### config.mk
export PLATFORM = sky130hd
export DESIGN_NAME = scs_sequencer
export DESIGN_NICKNAME = d
export VERILOG_FILES = /design/src/hdl/scs_pkg.sv /design/src/hdl/scs_timer.sv /design/src/hdl/scs_sequencer.sv
export VERILOG_INCLUDE_DIRS = /design/src /design/src/hdl
export SDC_FILE = /design/constraint.sdc
export NUM_CORES = 1
export LEC_CHECK = 0
export ABC_AREA = 1
export BUFFER_PORTS_ARGS = -buffer_cell sky130_fd_sc_hd__buf_4
export CORE_AREA = 2 2 141 143
export DETAILED_ROUTE_END_ITERATION = 8
export DIE_AREA = 0 0 143 145
export PLACE_DENSITY = 0.66
export SETUP_SLACK_MARGIN = 0.15
export SKIP_LAST_GASP = 1
export SLEW_MARGIN = 25
export SYNTH_ARGS = -nofsm -noshare
export SYNTH_HDL_FRONTEND = slang
export SYNTH_HIERARCHICAL = 1
export SYNTH_SLANG_ARGS = --single-unit
### constraint.sdc
create_clock -name CLK -period 2.9 [get_ports CLK]
set_clock_uncertainty 0.1 [all_clocks]
set_input_delay 0.435 -clock CLK [delete_from_list [all_inputs] [get_ports CLK]]
set_output_delay 0.435 -clock CLK [all_outputs]
set_load 0.02 [all_outputs]
### src/hdl/scs_consts.svh
`ifndef SCS_CONSTS_SVH
`define SCS_CONSTS_SVH

// Register indices; the byte address on the bus is four times the index.
`define SCS_IDX_MODE      10'h200
`define SCS_IDX_CMD       10'h202
`define SCS_IDX_IFLAG     10'h204
`define SCS_IDX_STATE     10'h206
`define SCS_IDX_DPORT     10'h208
`define SCS_IDX_DIP       10'h20a

// Mode register reset value and the bits that are implemented.
`define SCS_MODE_RST      16'h0000
`define SCS_MODE_MASK     16'h01af
`define SCS_PROTO_MSB     3
`define SCS_PROTO_LSB     0
`define SCS_PROTO_CLOSED  4'h0
`define SCS_PROTO_TCP     4'h1

// Command codes held in the low byte of the command register.
`define SCS_CMD_NONE      8'h00
`define SCS_CMD_OPEN      8'h01
`define SCS_CMD_LISTEN    8'h02
`define SCS_CMD_CONNECT   8'h04
`define SCS_CMD_DISCONNECT_COMMAND    8'h08

// Interrupt flag positions and reset value.
`define SCS_IF_CON        0
`define SCS_IF_DISCONNECT_COMMAND     1
`define SCS_IF_TIMEOUT    3
`define SCS_IFLAG_RST     8'h00
`define SCS_IFLAG_MASK    8'h0b

// Socket state codes as software reads them.
`define SCS_ST_CLOSED     8'h00
`define SCS_ST_ARP        8'h01
`define SCS_ST_INIT       8'h13
`define SCS_ST_LISTEN     8'h14
`define SCS_ST_SYNSENT    8'h15
`define SCS_ST_SYNRECV    8'h16
`define SCS_ST_ESTAB      8'h17
`define SCS_ST_FINWAIT    8'h18
`define SCS_ST_LASTACK    8'h1d
`define SCS_ST_OTHER      8'h22

// Timing: a microsecond tick derived from the 20 ns clock.
`define SCS_CLK_PERIOD_NS 20
`define SCS_TICK_NS       1000
`define SCS_TICK_CYC      (`SCS_TICK_NS / `SCS_CLK_PERIOD_NS)
`define SCS_TCP_TIMEOUT_US     200000

`endif

### src/hdl/scs_pkg.sv
package scs_pkg;

    // Connection sequencer states.
    typedef enum logic [3:0] {
        SCS_CLOSED,
        SCS_INIT,
        SCS_OTHER,
        SCS_LISTEN,
        SCS_SYNRECV,
        SCS_ARP,
        SCS_SYNSENT,
        SCS_ESTAB,
        SCS_FINWAIT,
        SCS_LASTACK
    } scs_state_t;

endpackage

### src/hdl/scs_timer.sv
`timescale 1ns/100ps
`include "scs_consts.svh"

module scs_timer #(
    parameter int unsigned LIMIT_US = `SCS_TCP_TIMEOUT_US
) (
    input  wire logic clk,
    input  wire logic rst_n,
    input  wire logic start,
    input  wire logic stop,
    output logic      expire
);

    logic [7:0]  div_q;
    logic        tick;
    logic [31:0] cnt_q;
    logic        run_q;

    // Microsecond enable; restarted with the timer so the first tick is a full period.
    always_ff @(posedge clk or negedge rst_n) begin
        if (!rst_n) begin
            div_q <= 8'h00;
        end else if (start || tick) begin
            div_q <= 8'h00;
        end else begin
            div_q <= div_q + 8'h01;
        end
    end
    assign tick = (div_q == 8'(`SCS_TICK_CYC - 1));

    // Counts ticks while armed and fires once at the limit.
    always_ff @(posedge clk or negedge rst_n) begin
        if (!rst_n) begin
            cnt_q  <= 32'h0000_0000;
            run_q  <= 1'b0;
            expire <= 1'b0;
        end else begin
            expire <= 1'b0;
            if (start) begin
                cnt_q <= 32'h0000_0000;
                run_q <= 1'b1;
            end else if (stop) begin
                run_q <= 1'b0;
            end else if (run_q && tick) begin
                if (cnt_q == 32'(LIMIT_US - 1)) begin
                    run_q  <= 1'b0;
                    expire <= 1'b1;
                end else begin
                    cnt_q <= cnt_q + 32'h0000_0001;
                end
            end
        end
    end

endmodule

### src/hdl/scs_sequencer.sv
// Function
// Clear command byte once a command is seen.
// Completion is shown by flags and state.
// Open initialises socket in selected protocol.
// Listen, TCP only: initialised goes to listening.
// Accepted client request sets flag 0, connected.
// Failed SYN/ACK sets timeout flag 3, closed.
// SYN to unserved port gets reset, no change.
// Connect, TCP only: send SYN to destination.
// SYN/ACK while connecting sets flag 0, connected.
// Resolution failure or no SYN/ACK: timeout flag.
// Reset answer to SYN fails the connection.
// Disconnect, TCP only: send FIN actively.
// Peer FIN is answered with own FIN.
// Protocol field 0001 selects TCP operation.
//
// Local design decision: the Wishbone register port.
`timescale 1ns/100ps
`include "scs_consts.svh"

module scs_sequencer
    import scs_pkg::*;
#(
    parameter int unsigned TCP_TIMEOUT_US = `SCS_TCP_TIMEOUT_US
) (
    input  wire logic        CLK,
    input  wire logic        RSTN,
    input  wire logic [11:0] ADR_I,
    input  wire logic [31:0] DAT_I,
    output logic      [31:0] DAT_O,
    input  wire logic        WE_I,
    input  wire logic [3:0]  SEL_I,
    input  wire logic        CYC_I,
    input  wire logic        STB_I,
    output logic             ACK_O,
    input  wire logic        RX_SYN,
    input  wire logic        RX_PORT_HIT,
    input  wire logic        RX_SYNACK,
    input  wire logic        RX_ACK,
    input  wire logic        RX_RST,
    input  wire logic        RX_FIN,
    input  wire logic        ARP_DONE,
    input  wire logic        ARP_FAIL,
    input  wire logic        TX_FAIL,
    output logic             TX_SYN,
    output logic             TX_SYNACK,
    output logic             TX_FIN,
    output logic             TX_RST,
    output logic             ARP_REQ,
    output logic      [31:0] DEST_IP,
    output logic      [15:0] DEST_PORT
);

    logic [15:0] mode_q;
    logic [7:0]  cmd_q;
    logic [7:0]  iflag_q;
    scs_state_t  state_q;
    scs_state_t  state_d;
    logic [7:0]  state_code;
    logic [9:0]  idx;
    logic        wr_en;
    logic        is_tcp;
    logic [7:0]  set_if;
    logic        syn_d;
    logic        synack_d;
    logic        fin_d;
    logic        rst_d;
    logic        arp_d;
    logic        tmr_start;
    logic        tmr_stop;
    logic        tmr_expire;
    logic [31:0] rd_data;

    // Bus decode; a write lands on the edge at which the master sees the acknowledge.
    // Only the two byte-offset bits are ignored; every index bit is decoded.
    assign idx    = ADR_I[11:2];
    assign wr_en  = CYC_I && STB_I && WE_I && ACK_O;
    assign is_tcp = (mode_q[`SCS_PROTO_MSB:`SCS_PROTO_LSB] == `SCS_PROTO_TCP);

    // Single-wait acknowledge; it drops in the cycle after it was given.
    // A master that holds its strobe past the acknowledge is answered every other cycle.
    always_ff @(posedge CLK or negedge RSTN) begin
        if (!RSTN) begin
            ACK_O <= 1'b0;
        end else begin
            ACK_O <= CYC_I && STB_I && !ACK_O;
        end
    end

    // Read multiplexer; unmapped words are acknowledged and read as zero.
    // Its result is registered below, so this path never drives the bus directly.
    always_comb begin
        rd_data = 32'h0000_0000;
        unique case (idx)
            `SCS_IDX_MODE:  rd_data = {16'h0000, mode_q};
            `SCS_IDX_CMD:   rd_data = {24'h00_0000, cmd_q};
            `SCS_IDX_IFLAG: rd_data = {24'h00_0000, iflag_q};
            `SCS_IDX_STATE: rd_data = {24'h00_0000, state_code};
            `SCS_IDX_DPORT: rd_data = {16'h0000, DEST_PORT};
            `SCS_IDX_DIP:   rd_data = DEST_IP;
            default:        rd_data = 32'h0000_0000;
        endcase
    end

    // Read data is captured with the acknowledge so it is stable while ack is high.
    always_ff @(posedge CLK or negedge RSTN) begin
        if (!RSTN) begin
            DAT_O <= 32'h0000_0000;
        end else if (CYC_I && STB_I && !WE_I && !ACK_O) begin
            DAT_O <= rd_data;
        end
    end

    // Mode register; only implemented bits are kept so reserved bits read zero.
    // Software can still set bits 5, 7 and 8, which are kept although the sequencer never acts on them.
    always_ff @(posedge CLK or negedge RSTN) begin
        if (!RSTN) begin
            mode_q <= `SCS_MODE_RST;
        end else if (wr_en && idx == `SCS_IDX_MODE) begin
            if (SEL_I[0]) begin
                mode_q[7:0] <= DAT_I[7:0] & 8'(`SCS_MODE_MASK);
            end
            if (SEL_I[1]) begin
                mode_q[15:8] <= DAT_I[15:8] & 8'(`SCS_MODE_MASK >> 8);
            end
        end
    end

    // Destination address, one byte lane per select bit; the connect sequence reads it.
    always_ff @(posedge CLK or negedge RSTN) begin
        if (!RSTN) begin
            DEST_IP <= 32'h0000_0000;
        end else if (wr_en && idx == `SCS_IDX_DIP) begin
            for (int b = 0; b < 4; b++) begin
                if (SEL_I[b]) begin
                    DEST_IP[b*8 +: 8] <= DAT_I[b*8 +: 8];
                end
            end
        end
    end

    // Destination port on lanes 0 and 1; the upper lanes of the word are ignored.
    always_ff @(posedge CLK or negedge RSTN) begin
        if (!RSTN) begin
            DEST_PORT <= 16'h0000;
        end else if (wr_en && idx == `SCS_IDX_DPORT) begin
            for (int b = 0; b < 2; b++) begin
                if (SEL_I[b]) begin
                    DEST_PORT[b*8 +: 8] <= DAT_I[b*8 +: 8];
                end
            end
        end
    end

    // Command byte; any nonzero code is consumed the cycle after it lands, so a
    // zero readback only means accepted, not finished.
    always_ff @(posedge CLK or negedge RSTN) begin
        if (!RSTN) begin
            cmd_q <= `SCS_CMD_NONE;
        end else if (wr_en && idx == `SCS_IDX_CMD && SEL_I[0]) begin
            cmd_q <= DAT_I[7:0];
        end else if (cmd_q != `SCS_CMD_NONE) begin
            cmd_q <= `SCS_CMD_NONE;
        end
    end

    // Sticky flags, cleared by writing ones; a new event in the same cycle wins.
    // Letting the set win means a clearing write can never erase an event raised in its own cycle.
    always_ff @(posedge CLK or negedge RSTN) begin
        if (!RSTN) begin
            iflag_q <= `SCS_IFLAG_RST;
        end else if (wr_en && idx == `SCS_IDX_IFLAG && SEL_I[0]) begin
            iflag_q <= (iflag_q & ~DAT_I[7:0]) | set_if;
        end else begin
            iflag_q <= iflag_q | set_if;
        end
    end

    // Connection sequencer: next state, segment requests and flag events.
    always_comb begin
        state_d   = state_q;
        set_if    = 8'h00;
        syn_d     = 1'b0;
        synack_d  = 1'b0;
        fin_d     = 1'b0;
        rst_d     = 1'b0;
        arp_d     = 1'b0;
        tmr_start = 1'b0;
        tmr_stop  = 1'b0;
        // A SYN for a port nobody serves is refused without touching this socket.
        if (RX_SYN && !RX_PORT_HIT) begin
            rst_d = 1'b1;
        end
        unique case (state_q)
            SCS_CLOSED, SCS_OTHER: begin
                if (cmd_q == `SCS_CMD_OPEN) begin
                    if (is_tcp) begin
                        state_d = SCS_INIT;
                    end else if (mode_q[3:0] != `SCS_PROTO_CLOSED) begin
                        state_d = SCS_OTHER;
                    end else begin
                        state_d = SCS_CLOSED;
                    end
                end
            end
            SCS_INIT: begin
                if (cmd_q == `SCS_CMD_LISTEN && is_tcp) begin
                    state_d = SCS_LISTEN;
                end else if (cmd_q == `SCS_CMD_CONNECT && is_tcp) begin
                    state_d   = SCS_ARP;
                    arp_d     = 1'b1;
                    tmr_start = 1'b1;
                end
            end
            SCS_LISTEN: begin
                if (RX_SYN && RX_PORT_HIT) begin
                    state_d   = SCS_SYNRECV;
                    synack_d  = 1'b1;
                    tmr_start = 1'b1;
                end
            end
            SCS_SYNRECV: begin
                if (TX_FAIL || tmr_expire) begin
                    state_d                = SCS_CLOSED;
                    set_if[`SCS_IF_TIMEOUT] = 1'b1;
                    tmr_stop               = 1'b1;
                end else if (RX_ACK) begin
                    state_d            = SCS_ESTAB;
                    set_if[`SCS_IF_CON] = 1'b1;
                    tmr_stop           = 1'b1;
                end
            end
            SCS_ARP: begin
                if (ARP_FAIL || tmr_expire) begin
                    state_d                = SCS_CLOSED;
                    set_if[`SCS_IF_TIMEOUT] = 1'b1;
                    tmr_stop               = 1'b1;
                end else if (ARP_DONE) begin
                    state_d   = SCS_SYNSENT;
                    syn_d     = 1'b1;
                    tmr_start = 1'b1;
                end
            end
            SCS_SYNSENT: begin
                if (RX_SYNACK) begin
                    state_d            = SCS_ESTAB;
                    set_if[`SCS_IF_CON] = 1'b1;
                    tmr_stop           = 1'b1;
                end else if (RX_RST) begin
                    state_d               = SCS_CLOSED;
                    set_if[`SCS_IF_DISCONNECT_COMMAND] = 1'b1;
                    tmr_stop              = 1'b1;
                end else if (tmr_expire) begin
                    state_d                = SCS_CLOSED;
                    set_if[`SCS_IF_TIMEOUT] = 1'b1;
                end
            end
            SCS_ESTAB: begin
                if (cmd_q == `SCS_CMD_DISCONNECT_COMMAND && is_tcp) begin
                    state_d   = SCS_FINWAIT;
                    fin_d     = 1'b1;
                    tmr_start = 1'b1;
                end else if (RX_FIN) begin
                    state_d   = SCS_LASTACK;
                    fin_d     = 1'b1;
                    tmr_start = 1'b1;
                end else if (RX_RST) begin
                    state_d               = SCS_CLOSED;
                    set_if[`SCS_IF_DISCONNECT_COMMAND] = 1'b1;
                end
            end
            SCS_FINWAIT, SCS_LASTACK: begin
                // The peer's FIN, its final ACK or a reset ends the close handshake.
                if (RX_FIN || RX_ACK || RX_RST) begin
                    state_d               = SCS_CLOSED;
                    set_if[`SCS_IF_DISCONNECT_COMMAND] = 1'b1;
                    tmr_stop              = 1'b1;
                end else if (tmr_expire) begin
                    state_d                = SCS_CLOSED;
                    set_if[`SCS_IF_TIMEOUT] = 1'b1;
                end
            end
            // An upset into an unused code falls back to closed rather than locking up.
            default: begin
                state_d = SCS_CLOSED;
            end
        endcase
    end

    // State register.
    // Illegal codes cannot persist, since the next-state default returns to closed.
    always_ff @(posedge CLK or negedge RSTN) begin
        if (!RSTN) begin
            state_q <= SCS_CLOSED;
        end else begin
            state_q <= state_d;
        end
    end

    // Segment and resolution requests to the packet engine, one-cycle pulses.
    // They are registered so the packet engine sees clean single-cycle requests.
    always_ff @(posedge CLK or negedge RSTN) begin
        if (!RSTN) begin
            TX_SYN    <= 1'b0;
            TX_SYNACK <= 1'b0;
            TX_FIN    <= 1'b0;
            TX_RST    <= 1'b0;
            ARP_REQ   <= 1'b0;
        end else begin
            TX_SYN    <= syn_d;
            TX_SYNACK <= synack_d;
            TX_FIN    <= fin_d;
            TX_RST    <= rst_d;
            ARP_REQ   <= arp_d;
        end
    end

    // Software-visible state code.
    always_comb begin
        unique case (state_q)
            SCS_CLOSED:  state_code = `SCS_ST_CLOSED;
            SCS_INIT:    state_code = `SCS_ST_INIT;
            SCS_OTHER:   state_code = `SCS_ST_OTHER;
            SCS_LISTEN:  state_code = `SCS_ST_LISTEN;
            SCS_SYNRECV: state_code = `SCS_ST_SYNRECV;
            SCS_ARP:     state_code = `SCS_ST_ARP;
            SCS_SYNSENT: state_code = `SCS_ST_SYNSENT;
            SCS_ESTAB:   state_code = `SCS_ST_ESTAB;
            SCS_FINWAIT: state_code = `SCS_ST_FINWAIT;
            SCS_LASTACK: state_code = `SCS_ST_LASTACK;
            default:     state_code = `SCS_ST_CLOSED;
        endcase
    end

    // One shared timer covers every handshake wait; only one is ever open.
    // Its expiry is a single pulse that only the waiting state acts on.
    scs_timer #(
        .LIMIT_US (TCP_TIMEOUT_US)
    ) scs_timer_i (
        .clk    (CLK),
        .rst_n  (RSTN),
        .start  (tmr_start),
        .stop   (tmr_stop),
        .expire (tmr_expire)
    );

endmodule

# Yosys cells after proc, flatten, opt, wreduce, memory -nomap -nowiden

Memory sizes are Yosys's and may differ from the RTL's.
Index checks and enable logic that the tools add are counted.

Register bits: 155
Memory bits (read-only): 96
Input port bits: 62
Output and inout port bits: 86
Logic and storage cells: 174
Memories kept: 1

Memories:

| memory          | depth | bits a word | read ports | clocked after memory_dff | wr ports | line                 | text |
|---|---|---|---|---|---|---|---|
| (no name shown) | 16    | 6           | 1          | 0                        | 0        | scs_sequencer.sv:320 | `unique case (state_q)` |

$add $sub $neg: 2
Equality and inequality tests: 30
Muxes and demuxes: 68
Bitwise gates (word level): 4
Reductions and logical operators: 47

Operators by type and width:

| kind                    | count |
|---|---|
| $pmux W32 S6            | 1 |
| $mux W32                | 4 |
| $eq A10 B10 Y1 const B  | 6 |
| $mux W4                 | 15 |
| $mux W1                 | 36 |
| $add A32 B1 Y32 const B | 1 |
| $eq A32 B18 Y1 const B  | 1 |
| $mux W8                 | 4 |
| $pmux W4 S8             | 1 |
| $logic_and A1 B1 Y1     | 19 |
| $reduce_and A2 Y1       | 9 |
| $eq A4 B3 Y1 const B    | 4 |
| $or A8 B4 Y8            | 2 |
| $pmux W1 S4             | 3 |
| $ne A3 B3 Y1 const B    | 3 |
| $add A8 B1 Y8 const B   | 1 |
| $and A8 B8 Y8           | 1 |
| $eq A4 B1 Y1 const B    | 2 |
| $eq A4 B2 Y1 const B    | 2 |
| $eq A4 B4 Y1 const B    | 2 |
| $eq A8 B1 Y1 const B    | 1 |
| $eq A8 B2 Y1 const B    | 1 |
| $eq A8 B3 Y1 const B    | 1 |
| $eq A8 B4 Y1 const B    | 1 |
| other kinds (18)        | 30 |

# Depth between registers and ports, before layout

Gate-level depths: netlist (run 1).

Depth in word-level cells: 7
Mapped depth: 14
Gate-level depth less buffers: 12

# By module

The synthesis (run 1) kept the hierarchy.

By module, submodules not included:

| module        | instances | cells an instance | area each (µm²) | seq. area each (µm²) |
|---|---|---|---|---|
| scs_sequencer | 1         | 699               | 5637.9          | 2827.7 |
| scs_timer     | 1         | 432               | 2820.2          | 1051.0 |

# Worst setup path after synthesis (run 1)

Ideal clock, no wire load.

Path type: flip-flop to flip-flop
Start: register state_q[1]
End: register scs_timer_i.cnt_q[16]
Arrival: 2.081 ns
Data required time: 2.682 ns
Setup slack: 0.601 ns
Stages on the path, launching flop included: 15
Clock period less this slack: 2.299 ns
Path through: dfrtp_1 > inv_1 > ha_1 > inv_1 > nor3_1 > nand2_1 > inv_1 > nor2_1 > nand3b_1 > buf_2 > inv_1 > buf_2 > clkbuf_1 > nand4_1 > nand2_1

Elaborated cells between the ends (all ways): 16

RTL lines:

| item                                                         | line                 | text |
|---|---|---|
| start, declared                                              | scs_sequencer.sv:57  | `scs_state_t state_q;` |
| start signal, assigned                                       | scs_sequencer.sv:296 | `state_q <= state_d;` |
| $eq A4 B3 Y1 (tied with other cells)                         | scs_sequencer.sv:194 | `unique case (state_q)` |
| $pmux W1 S4 (*)                                              | scs_sequencer.sv:194 |  |
| via tmr_start                                                | scs_sequencer.sv:69  | `logic tmr_start;` |
| $ne A2 B1 Y1 (no line) or $reduce_bool A2 Y1 (tied branches) | n/a                  |  |
| $reduce_and A3 Y1 (no line)                                  | n/a                  |  |
| end signal, assigned                                         | scs_timer.sv:49      | `cnt_q <= cnt_q + 32'h0000_0001;` |
| end, declared                                                | scs_timer.sv:16      | `logic [31:0] cnt_q;` |

Mark *: on every way through the listed nets, which the timed path passes. The rest lies on a longest branch.
A chain may end at the register's enable or synchronous reset.

# Worst setup path in the final report (run 1)

Start: register state_q[0]
End: register scs_timer_i.div_q[6]

Word-level cells in the longest chain between the ends: 4
Elaborated cells between the ends (all ways): 7

RTL lines:

| item                                 | line                 | text |
|---|---|---|
| $eq A4 B3 Y1 (tied with other cells) | scs_sequencer.sv:194 |  |
| $pmux W1 S4 (*)                      | scs_sequencer.sv:194 |  |
| via tmr_start                        | scs_sequencer.sv:69  |  |
| $logic_or A1 B1 Y1 (*)               | scs_timer.sv:23      | `end else if (start \|\| tick) begin` |
| $mux W8 (*)                          | scs_timer.sv:23      |  |
| end signal, assigned                 | scs_timer.sv:26      | `div_q <= div_q + 8'h01;` |
| end, declared                        | scs_timer.sv:14      | `logic [7:0] div_q;` |

Marks and branches as above.

==> results.json, run 1 <==
{
  "antenna_found_initial": 0,
  "peakVddDrop_mv": 0.408,
  "yosys-top-cells-area": "dfrtp_1 (46%), nand2_1 (15%), nor2_1 (7.5%), nand3_1 (5.6%), inv_1 (5.4%)",
  "cts_resized": 0,
  "p_per_area_nw_per_um2": 457,
  "worstSetupPathType": "reg -> reg",
  "hold_viol_final": 9,
  "synthTopCellsByCount": "nand2_1 (341), nor2_1 (169), dfrtp_1 (155)",
  "drive_above_1_share_pct": 18.6,
  "cts_root_buf": "clkbuf_16",
  "route.met2.wl_mm": 10.9,
  "drt_iter0_drc": 496,
  "vias": 7794,
  "hold_buffers": 0,
  "tns_ns": 0,
  "whs_ns": -0.0277,
  "rows": 51,
  "maxCapViolations": 0,
  "critPathCaptureType": "register",
  "num-nets-final": 1349,
  "grt_usage_pct": 22.2,
  "place_congestion": 0.930,
  "first_pass_iters": 5,
  "ys_ff_latch": 155,
  "rsz0062_at_grt": "false",
  "ys.warnings.count": 6,
  "tightestPinTransition_ns": 0.838,
  "place_hpwl_mm": 16.5,
  "core_area_um2": 19200,
  "finalWorstPathRequiredPeriod_ns": 2.53,
  "area_growth_pct": 22.9,
  "grt_max_degree": 83,
  "clock_latency_ns": 0.43,
  "m1WireLength_mm": 10.3,
  "routed.top_layer": "met4",
  "ys.flop_type": "dfrtp_1",
  "start_kind": "register",
  "async_flop_share_pct": 100,
  "postRouteAntennaNets": 0,
  "clockBufferDepth": 2,
  "synth_edf_count": 0,
  "initial_core_util_pct": 44.0,
  "clock_sinks": 155,
  "synth-seq-area-share_pct": 45.9,
  "wl_per_cell_um": 14.5,
  "setup_viol": 0,
  "post_cts_buffers": 0,
  "cp.required_ns": 3.11,
  "worstPathArrival_ns": 2.74,
  "grt_pass1_wl_mm": 37.0,
  "slew-limit-headroom_pct": 44.2,
  "grt-ovfl-total": 0,
  "min_period_over_period_pct": 87.2,
  "violations": "hold timing",
  "routed_via_density": 5.01,
  "syn_area_per_cell_um2": 7.48,
  "finalMaxSlewViolations": 0,
  "yosysTopAreaCell": "dfrtp_1",
  "synth.distinct_cells": 42,
  "clock.fmax_ghz": 0.396,
  "port_buffers": 145,
  "status": "complete, but fails checks",
  "p_leak_nw": 5.39,
  "cts_made_buffers": 17,
  "cp_max_fo": 8,
  "synth_top_cell_area_share_pct": 45.9,
  "grt_pass1_vias": 7356,
  "drc": 0,
  "cts_tree": "yes",
  "yosysMostFrequentCell": "nand2_1",
  "fp.dieW_um": 143,
  "antennaDiodeCount": 0,
  "synth_nets": 1201,
  "hold_class": "in -> async",
  "syn-cell-area_um2": 8460,
  "ios": 148,
  "die_height_um": 145,
  "wl_mm": 22.6,
  "die-area_um2": 20700,
  "finish.utilization_pct": 54.1,
  "cts.htree.levels": 4,
  "reg2reg_from": "state_q[0]$_DFFE_PN0P_",
  "met3_length_mm": 1.04,
  "clk_pin_slew_ns": 0.07,
  "startpoint": "state_q[0]$_DFFE_PN0P_",
  "postSynthCellCount": 1131
}
registers in the layout, indices dropped and copies added (netlist names), 4 cells and up:
register,flops
DEST_PORT,16
iflag_q,8
cmd_q,8
scs_timer_i/div_q,8
DEST_IP,32
state_q,4
mode_q,7
DAT_O,32
scs_timer_i/cnt_q,32
per-stage QoR:
stage	power, mW	setup WS (ns)	hold WS (ns)	cell area, um^2	cells
floorplan	2.32	0.601	0.0394	8460	1131
global placement	2.50	0.336	0.361	9790	1525
detailed placement	2.50	0.264	0.367	9790	1525
CTS	4.80	0.255	0.00686	10400	1557
global route	4.92	0.156	0.0310	10400	1557
finish	4.75	0.372	-0.0277	10400	1557
worst paths after layout:
path	to	slack, ns	cells past startpoint
min in group CLK	TX_RST$_DFF_PN0_	0.07	2
hold reg to reg	DAT_O[12]$_DFFE_PN0P_	0.38	1
max in group asynchronous	state_q[3]$_DFFE_PN0P_	2.01	2
setup / recovery	scs_timer_i/div_q[6]$_DFF_PN0_	0.37	9
hold / removal	DAT_O[3]$_DFFE_PN0P_	-0.03	1
setup reg to reg	scs_timer_i/div_q[6]$_DFF_PN0_	0.37	9
kinds of logic after synthesis:
kind of cell               after synthesis  synth area share, %
buffers and inverters                  156                 8.00
AOI/OAI and AO/OA                      123                 8.67
xor gates and xnor gates                 8                0.828
DFF                                    155                 45.9
and+or+nand+nor                        681                 35.5
adders and majority gates                8                 1.18
cells in the final DEF (no fill, tap or decap), types with 5 or more instances in the layout:
| master | count |
|---|---|
| o21ai_1 | 20 |
| nor3_1 | 12 |
| inv_1 | 121 |
| nand2_1 | 341 |
| nand4_1 | 27 |
| clkbuf_16 | 17 |
| buf_4 | 155 |
| ha_1 | 8 |
| nand3_1 | 94 |
| a21o_1 | 7 |
| dfrtp_1 | 155 |
| nor2_4 | 6 |
| o21ai_0 | 42 |
| o31ai_1 | 13 |
| inv_6 | 8 |
| nor2_2 | 9 |
| xor2_1 | 5 |
| nor2_1 | 169 |
| inv_2 | 5 |
| a21oi_1 | 21 |
| a21oi_2 | 13 |
power by group:
group	internal, mW	leakage (nW)	switching (mW)
clock	1.30	0.294	0.995
sequential	2.18	2.06	0.0133
combinational	0.100	3.04	0.158
total	3.58	5.39	1.17
routing by layer:
| metal | global-route usage, % | vias up |
|---|---|---|
| met3 | 3.00 | 35 |
| met1 | 29.9 | 3645 |
| met5 | 0 | - |
| met2 | 36.4 | 203 |
| li1 | - | 3911 |
| met4 | 8.07 | 0 |
area by class of cell:
type / instances / area [um^2]
well taps: 265 / 332
clock buffers: 17 / 425
inverters: 127 / 477
fillers: 1890 / 8810
clock inverters: 15 / 174
multi-input cells: 820 / 3900
repair buffers: 158 / 1210
flip-flops and latches: 155 / 3880
worst max-delay path, stage by stage, from the launching register on:
cell      delay (ns)
dfrtp_1         0.46
ha_1            0.26
inv_1           0.07
nor2_1          0.22
a21boi_0        0.43
nand3b_1        0.20
inv_1           0.11
o21ai_1         0.34
a21oi_1         0.08
o21a_1          0.14
(Power assumes the default switching activity.)
==> run 2: changes to the inputs <==
- CORE_AREA: 2 2 141 143 -> 2 2 197 102
- DIE_AREA: 0 0 143 145 -> 0 0 199 104
- PLACE_DENSITY: 0.66 -> 0.67
==> results.json, run 2 (synthesized netlist as in run 1, its figures left out) <==
{
  "status": "finished, final reports clean",
  "setup_ws_ns": 0.386,
  "wl_mm": 24.9,
  "ios": 148,
  "grt-ovfl-total": 0,
  "finalWorstPathRequiredPeriod_ns": 2.51,
  "hold_viol_final": 0,
  "slew-limit-headroom_pct": 48.4,
  "core_area_um2": 19100,
  "clk_pin_slew_ns": 0.07,
  "p_per_area_nw_per_um2": 461,
  "tightestPinTransition_ns": 0.773,
  "cts_made_buffers": 17,
  "final_common_cell": "nand2_1",
  "clockBufferDepth": 2,
  "area_growth_pct": 23.7,
  "initial_core_util_pct": 44.4,
  "routed_via_density": 5.12,
  "startpoint": "state_q[1]$_DFFE_PN0P_",
  "postRouteAntennaNets": 0,
  "top_regs": "DAT_O x32, DEST_IP x32, scs_timer_i/cnt_q x32",
  "min_period_over_period_pct": 86.7,
  "port_buffers": 145,
  "worstSetupPathType": "reg -> reg",
  "finalMaxSlewViolations": 0,
  "cp_max_fo": 17,
  "layout_common_cells": "nand2_1 (341), nor2_1 (169), dfrtp_1 (155), buf_4 (154), inv_1 (120)",
  "reg2reg_from": "state_q[1]$_DFFE_PN0P_",
  "fin_cells": 1561,
  "cts.htree.levels": 4,
  "worstHoldStart": "RX_PORT_HIT",
  "grt_usage_pct": 24.7,
  "fp.dieW_um": 199,
  "drc": 0,
  "tns_ns": 0,
  "clock.fmax_ghz": 0.398,
  "clock_sinks": 155,
  "hold_class": "in -> reg",
  "place_hpwl_mm": 18.4,
  "drt_iter0_drc": 742,
  "maxCapViolations": 0,
  "rsz0062_at_grt": "false",
  "die_height_um": 104,
  "num-nets-final": 1352,
  "rows": 36,
  "start_kind": "register",
  "setup_viol": 0,
  "critPathCaptureType": "register",
  "grt_pass1_wl_mm": 39.8,
  "place_inst": 1526,
  "wl_per_cell_um": 16.0,
  "cp.required_ns": 3.17,
  "peakVddDrop_mv": 0.408,
  "cts_tree": "yes",
  "antenna_found_initial": 0,
  "grt_max_degree": 51,
  "drive_above_1_share_pct": 18.8,
  "finish.utilization_pct": 54.9,
  "p_leak_nw": 5.42,
  "clock_latency_ns": 0.43,
  "vias": 7989,
  "first_pass_iters": 5,
  "place_congestion": 0.935,
  "dp_slack_ns": 0.332,
  "antennaDiodeCount": 0,
  "nFillCells": 1819,
  "cts_root_buf": "clkbuf_16",
  "worstPathArrival_ns": 2.78,
  "die-area_um2": 20700,
  "grt_pass1_vias": 7248
}
==> run 2: cell types whose count changed in the layout (fill, tap and decap cells not counted), sizes merged <==
cell,previous run,this run
nor2,186,187
clkinvlp,1,0
clkbuf,17,18
buf,158,159
clkinv,3,4
dlygate4sd3,0,1
inv,136,135
==> run 2: layout make-up <==
class	count	area, um^2	share of cell area, %
clock buffers	18	439	4.20
clock inverters	14	174	1.66
inverters	127	477	4.56
multi-input cells	821	3920	37.5
flip-flops and latches	155	3880	37.1
well taps	266	333	3.18
repair buffers	160	1240	11.9
==> run 2: worst max-delay path, stage by stage, from the launching register on <==
cell	delay, ns
dfrtp_1	0.46
inv_1	0.15
ha_1	0.25
o21ai_1	0.23
inv_1	0.08
nand2_1	0.10
o2111ai_1	0.16
inv_1	0.13
nand3_2	0.11
nor2_4	0.26
buf_6	0.23
nand4_1	0.11
nand2_1	0.08
==> run 2: power by group <==
| part | switching, mW | internal, mW |
|---|---|---|
| Sequential | 0.0118 | 2.18 |
| Combinational | 0.167 | 0.102 |
| Clock | 1.03 | 1.33 |
| Total | 1.21 | 3.61 |
==> run 2: what timing repair did <==
action                     4_1_cts  5_1_grt
resized for setup                0        5
setup endpoints to repair        0       38
setup buffers                    0        1
hold buffers                     1        0
hold endpoints to repair        35        0
==> run 2: per-layer routing <==
layer / part of all wire, % / vias to the layer above / GRT usage (%)
met5: 0 / - / 0
met4: 0.43 / 0 / 4.00
met2: 39 / 322 / 32.5
met1: 52 / 3746 / 40.4
met3: 9.2 / 8 / 5.80
li1: - / 3913 / -
==> run 2: worst paths after layout <==
path / to / slack (ns) / cells past startpoint
max: scs_timer_i/cnt_q[18]$_DFFE_PN0P_ / 0.39 / 12
min: TX_RST$_DFF_PN0_ / 0.06 / 2
max reg2reg: scs_timer_i/cnt_q[18]$_DFFE_PN0P_ / 0.39 / 12
min reg2reg: DAT_O[14]$_DFFE_PN0P_ / 0.38 / 1
max in group asynchronous: scs_timer_i/cnt_q[5]$_DFFE_PN0P_ / 1.63 / 3
min in group asynchronous: DEST_IP[1]$_DFFE_PN0P_ / 0.38 / 2
==> run 2: through the flow <==
| stage | total power, mW | cell area, um^2 | hold slack, ns |
|---|---|---|---|
| 6_report | 4.82 | 10500 | 0.0632 |
| 5_1_grt | 4.98 | 10500 | 0.0453 |
| 3_5_place_dp | 2.50 | 9790 | 0.266 |
| 4_1_cts | 4.86 | 10400 | 0.0457 |
| 2_1_floorplan | 2.32 | 8460 | 0.0394 |
| 3_3_place_gp | 2.50 | 9790 | 0.261 |
==> run 3: changes to the inputs <==
- ABC_AREA: 1 -> 0
- CORE_AREA: 2 2 197 102 -> 2 2 189 98
- DIE_AREA: 0 0 199 104 -> 0 0 191 100
- PLACE_DENSITY: 0.67 -> 0.68
==> results.json, run 3 <==
{
  "status": "finished, final reports clean",
  "power.share.switching_pct": 27.8,
  "reg2reg_to": "scs_timer_i/cnt_q[11]$_DFFE_PN0P_",
  "cts_root_buf": "clkbuf_16",
  "drive_above_1_share_pct": 40.0,
  "clk_pin_slew_ns": 0.07,
  "maxCapViolations": 0,
  "synth-seq-area-share_pct": 50.0,
  "yosysTopAreaCell": "dfrtp_1",
  "postRouteAntennaNets": 0,
  "ys.warnings.count": 6,
  "p_sw_mw": 1.61,
  "grt_pass1_wl_mm": 35.0,
  "vias": 6925,
  "initial_core_util_pct": 43.8,
  "busiest_layer": "met1",
  "tightestPinTransition_ns": 0.701,
  "dpl_cell_area_um2": 9410,
  "drt_iter0_drc": 599,
  "critPathMaxStageDelay_ns": 0.47,
  "p_leak_nw": 4.95,
  "setup_viol": 0,
  "grt_max_degree": 68,
  "syn-cell-area_um2": 7760,
  "seq_power_share_pct": 41.7,
  "area_growth_pct": 36.1,
  "async_flop_share_pct": 100,
  "layout_common_cells": "buf_4 (197), dfrtp_1 (155), nand2_1 (69), mux2_2 (64), nor2_1 (50)",
  "synth_top_cell_area_share_pct": 50.0,
  "worstSetupPathType": "reg -> reg",
  "yosys-top-cells-area": "dfrtp_1 (50%), mux2_2 (9.6%), nand2_1 (3.4%), nor2_1 (2.5%), nand3_1 (2.5%)",
  "cp.required_ns": 3.16,
  "rsz0062_at_grt": "true",
  "critPathSlowestCell": "or4_4",
  "finish.utilization_pct": 59.6,
  "met2_usage_pct": 28.8,
  "clock_sinks": 155,
  "synth.distinct_cells": 81,
  "port_buffers": 145,
  "die-area_um2": 19100,
  "cp_max_fo": 6,
  "clkPwrFrac_pct": 40.2,
  "final_cell_area_um2": 10600,
  "grt-ovfl-total": 0,
  "wl_per_cell_um": 20.1,
  "routed_via_density": 5.83,
  "met1_usage_pct": 40.2,
  "yosysMostFrequentCell": "dfrtp_1",
  "finalMaxSlewViolations": 0,
  "clockBufferDepth": 2,
  "hold_viol_final": 0,
  "synth_edf_count": 0,
  "grt_pass1_vias": 6191,
  "critPathCaptureType": "register",
  "grt_usage_pct": 23.8,
  "p_per_area_nw_per_um2": 549,
  "combPwrFrac_pct": 18.1,
  "worstHoldStart": "RX_PORT_HIT",
  "top_regs": "DAT_O x32, DEST_IP x32, scs_timer_i/cnt_q x32",
  "fp.dieW_um": 191,
  "final_common_cell": "buf_4",
  "core_area_um2": 17700,
  "cts_tree": "yes",
  "intPower_mw": 4.19,
  "synthTopCellsByCount": "dfrtp_1 (155), nand2_1 (71), mux2_2 (66)",
  "num-nets-final": 1004,
  "antennaDiodeCount": 0,
  "r2r_cells": 11,
  "nFillCells": 1474,
  "ios": 148,
  "first_pass_iters": 5,
  "syn_area_per_cell_um2": 10.5,
  "min_period_over_period_pct": 96.9,
  "die_height_um": 100,
  "synth_nets": 807,
  "peakVddDrop_mv": 0.417,
  "cts.htree.levels": 4,
  "start_kind": "register",
  "clock_latency_ns": 0.42,
  "r2r_slack_ns": 0.09,
  "ys.flop_type": "dfrtp_1",
  "gr-usage-met3_pct": 6.64,
  "worstPathArrival_ns": 3.07,
  "whs_path_depth": 2,
  "place_hpwl_mm": 16.5,
  "cts_made_buffers": 17,
  "slew-limit-headroom_pct": 53.2,
  "min_to": "TX_RST$_DFF_PN0_",
  "antenna_found_initial": 0,
  "crit_top_cell": "buf_6",
  "clock.fmax_ghz": 0.356,
  "wl_mm": 23.8,
  "place_congestion": 0.887,
  "finalWorstPathRequiredPeriod_ns": 2.81,
  "rows": 35,
  "critical_path.cell_chain": "inv_2 > ha_4 > nand3b_1 > nor2_1 > or3_1 > and4b_2 > buf_6 > nand3_4 > buf_6 > or4_4 > a21oi_2",
  "reg2reg_from": "state_q[1]$_DFFE_PN0P_",
  "ys_ff_latch": 155,
  "postSynthCellCount": 737,
  "drc": 0,
  "hold_class": "in -> reg"
}
-- run 3: cell types whose count changed after synthesis, sizes merged, moves of 14 or more --
cell,delta
inv,-118
nor2b,+20
o21ai,-40
buf,-14
mux2,+68
nand2,-273
nand4,-18
nor2,-132
a22oi,+17
nor4,+14
nand3,-60
or4,+15
clkbuf,+19
-- run 3: power by group through the flow --
stage               combinational [mW]  clock, mW  sequential [mW]
finish                            1.05       2.33             2.42
global placement                 0.888          0             2.44
CTS                              0.908       2.38             2.41
floorplan                        0.485          0             2.44
global route                      1.14       2.48             2.43
detailed placement               0.887          0             2.45
-- run 3: critical path, delay by kind of cell (launching register included) --
kind	cells	cell delay, ns
flops	1	0.44
compound gates	1	0.12
buf+inv	3	0.40
fa+ha+maj	1	0.21
simple gates	6	1.46
-- run 3: how the worst max path moves through the flow --
stage,slack [ns],end,cells past startpoint,startpoint
floorplan,0.17,scs_timer_i/cnt_q[17]$_DFFE_PN0P_,11,state_q[0]$_DFFE_PN0P_
global placement,0.05,scs_timer_i/cnt_q[0]$_DFFE_PN0P_,9,state_q[1]$_DFFE_PN0P_
detailed placement,-0.04,scs_timer_i/cnt_q[0]$_DFFE_PN0P_,9,state_q[1]$_DFFE_PN0P_
CTS,0.16,scs_timer_i/cnt_q[18]$_DFFE_PN0P_,8,mode_q[1]$_DFFE_PN0P_
global route,0.007,scs_timer_i/cnt_q[11]$_DFFE_PN0P_,11,state_q[1]$_DFFE_PN0P_
finish,0.09,scs_timer_i/cnt_q[11]$_DFFE_PN0P_,11,state_q[1]$_DFFE_PN0P_
-- run 3: timing repair --
item                                   4_1_cts  5_1_grt
pin swaps                                    1       18
resized for setup                            4       67
buffers inserted                             2       12
setup endpoints to repair                   30       38
cloned                                       1        4
endpoints found under the hold margin       37        0
hold buffers                                 1        0
-- run 3: per-layer routing --
layer | vias to the layer above | share of wire [%]
met1 | 3438 | 51
met2 | 327 | 39
met3 | 19 | 9.2
met5 | - | 0
met4 | 0 | 0.86
li1 | 3141 | -
-- run 3: layout make-up --
| class | instances | area [um^2] | area share [%] |
|---|---|---|---|
| Clock buffer | 20 | 457 | 4.32 |
| Clock inverter | 12 | 160 | 1.52 |
| Inverter | 8 | 30.0 | 0.284 |
| Multi-Input combinational cell | 539 | 4010 | 38.0 |
| Sequential cell | 155 | 3880 | 36.7 |
| Tap cell | 240 | 300 | 2.84 |
| Timing Repair Buffer | 213 | 1730 | 16.4 |
-- run 3: cells by family after synthesis --
family	after synthesis	share of synthesized area (%)
AOI/OAI and AO/OA	125	11.1
xor gates and xnor gates	9	1.02
adders and majority gates	8	1.29
buffers and inverters	43	2.55
DFF	155	50.0
muxes	71	10.3
and+or+nand+nor	326	23.8
-- run 3: metrics by stage --
step | setup TNS, ns | std cells | setup WS (ns) | total power [mW] | hold WS, ns
after floorplan | 0 | 737 | 0.168 | 2.92 | 0.0394
after global placement | 0 | 1135 | 0.0504 | 3.33 | 0.284
final | 0 | 1187 | 0.0890 | 5.80 | 0.0687
after CTS | 0 | 1171 | 0.155 | 5.69 | 0.0554
after detailed placement | -0.0425 | 1135 | -0.0425 | 3.33 | 0.286
after global routing | 0 | 1187 | 0.00694 | 6.06 | 0.0647
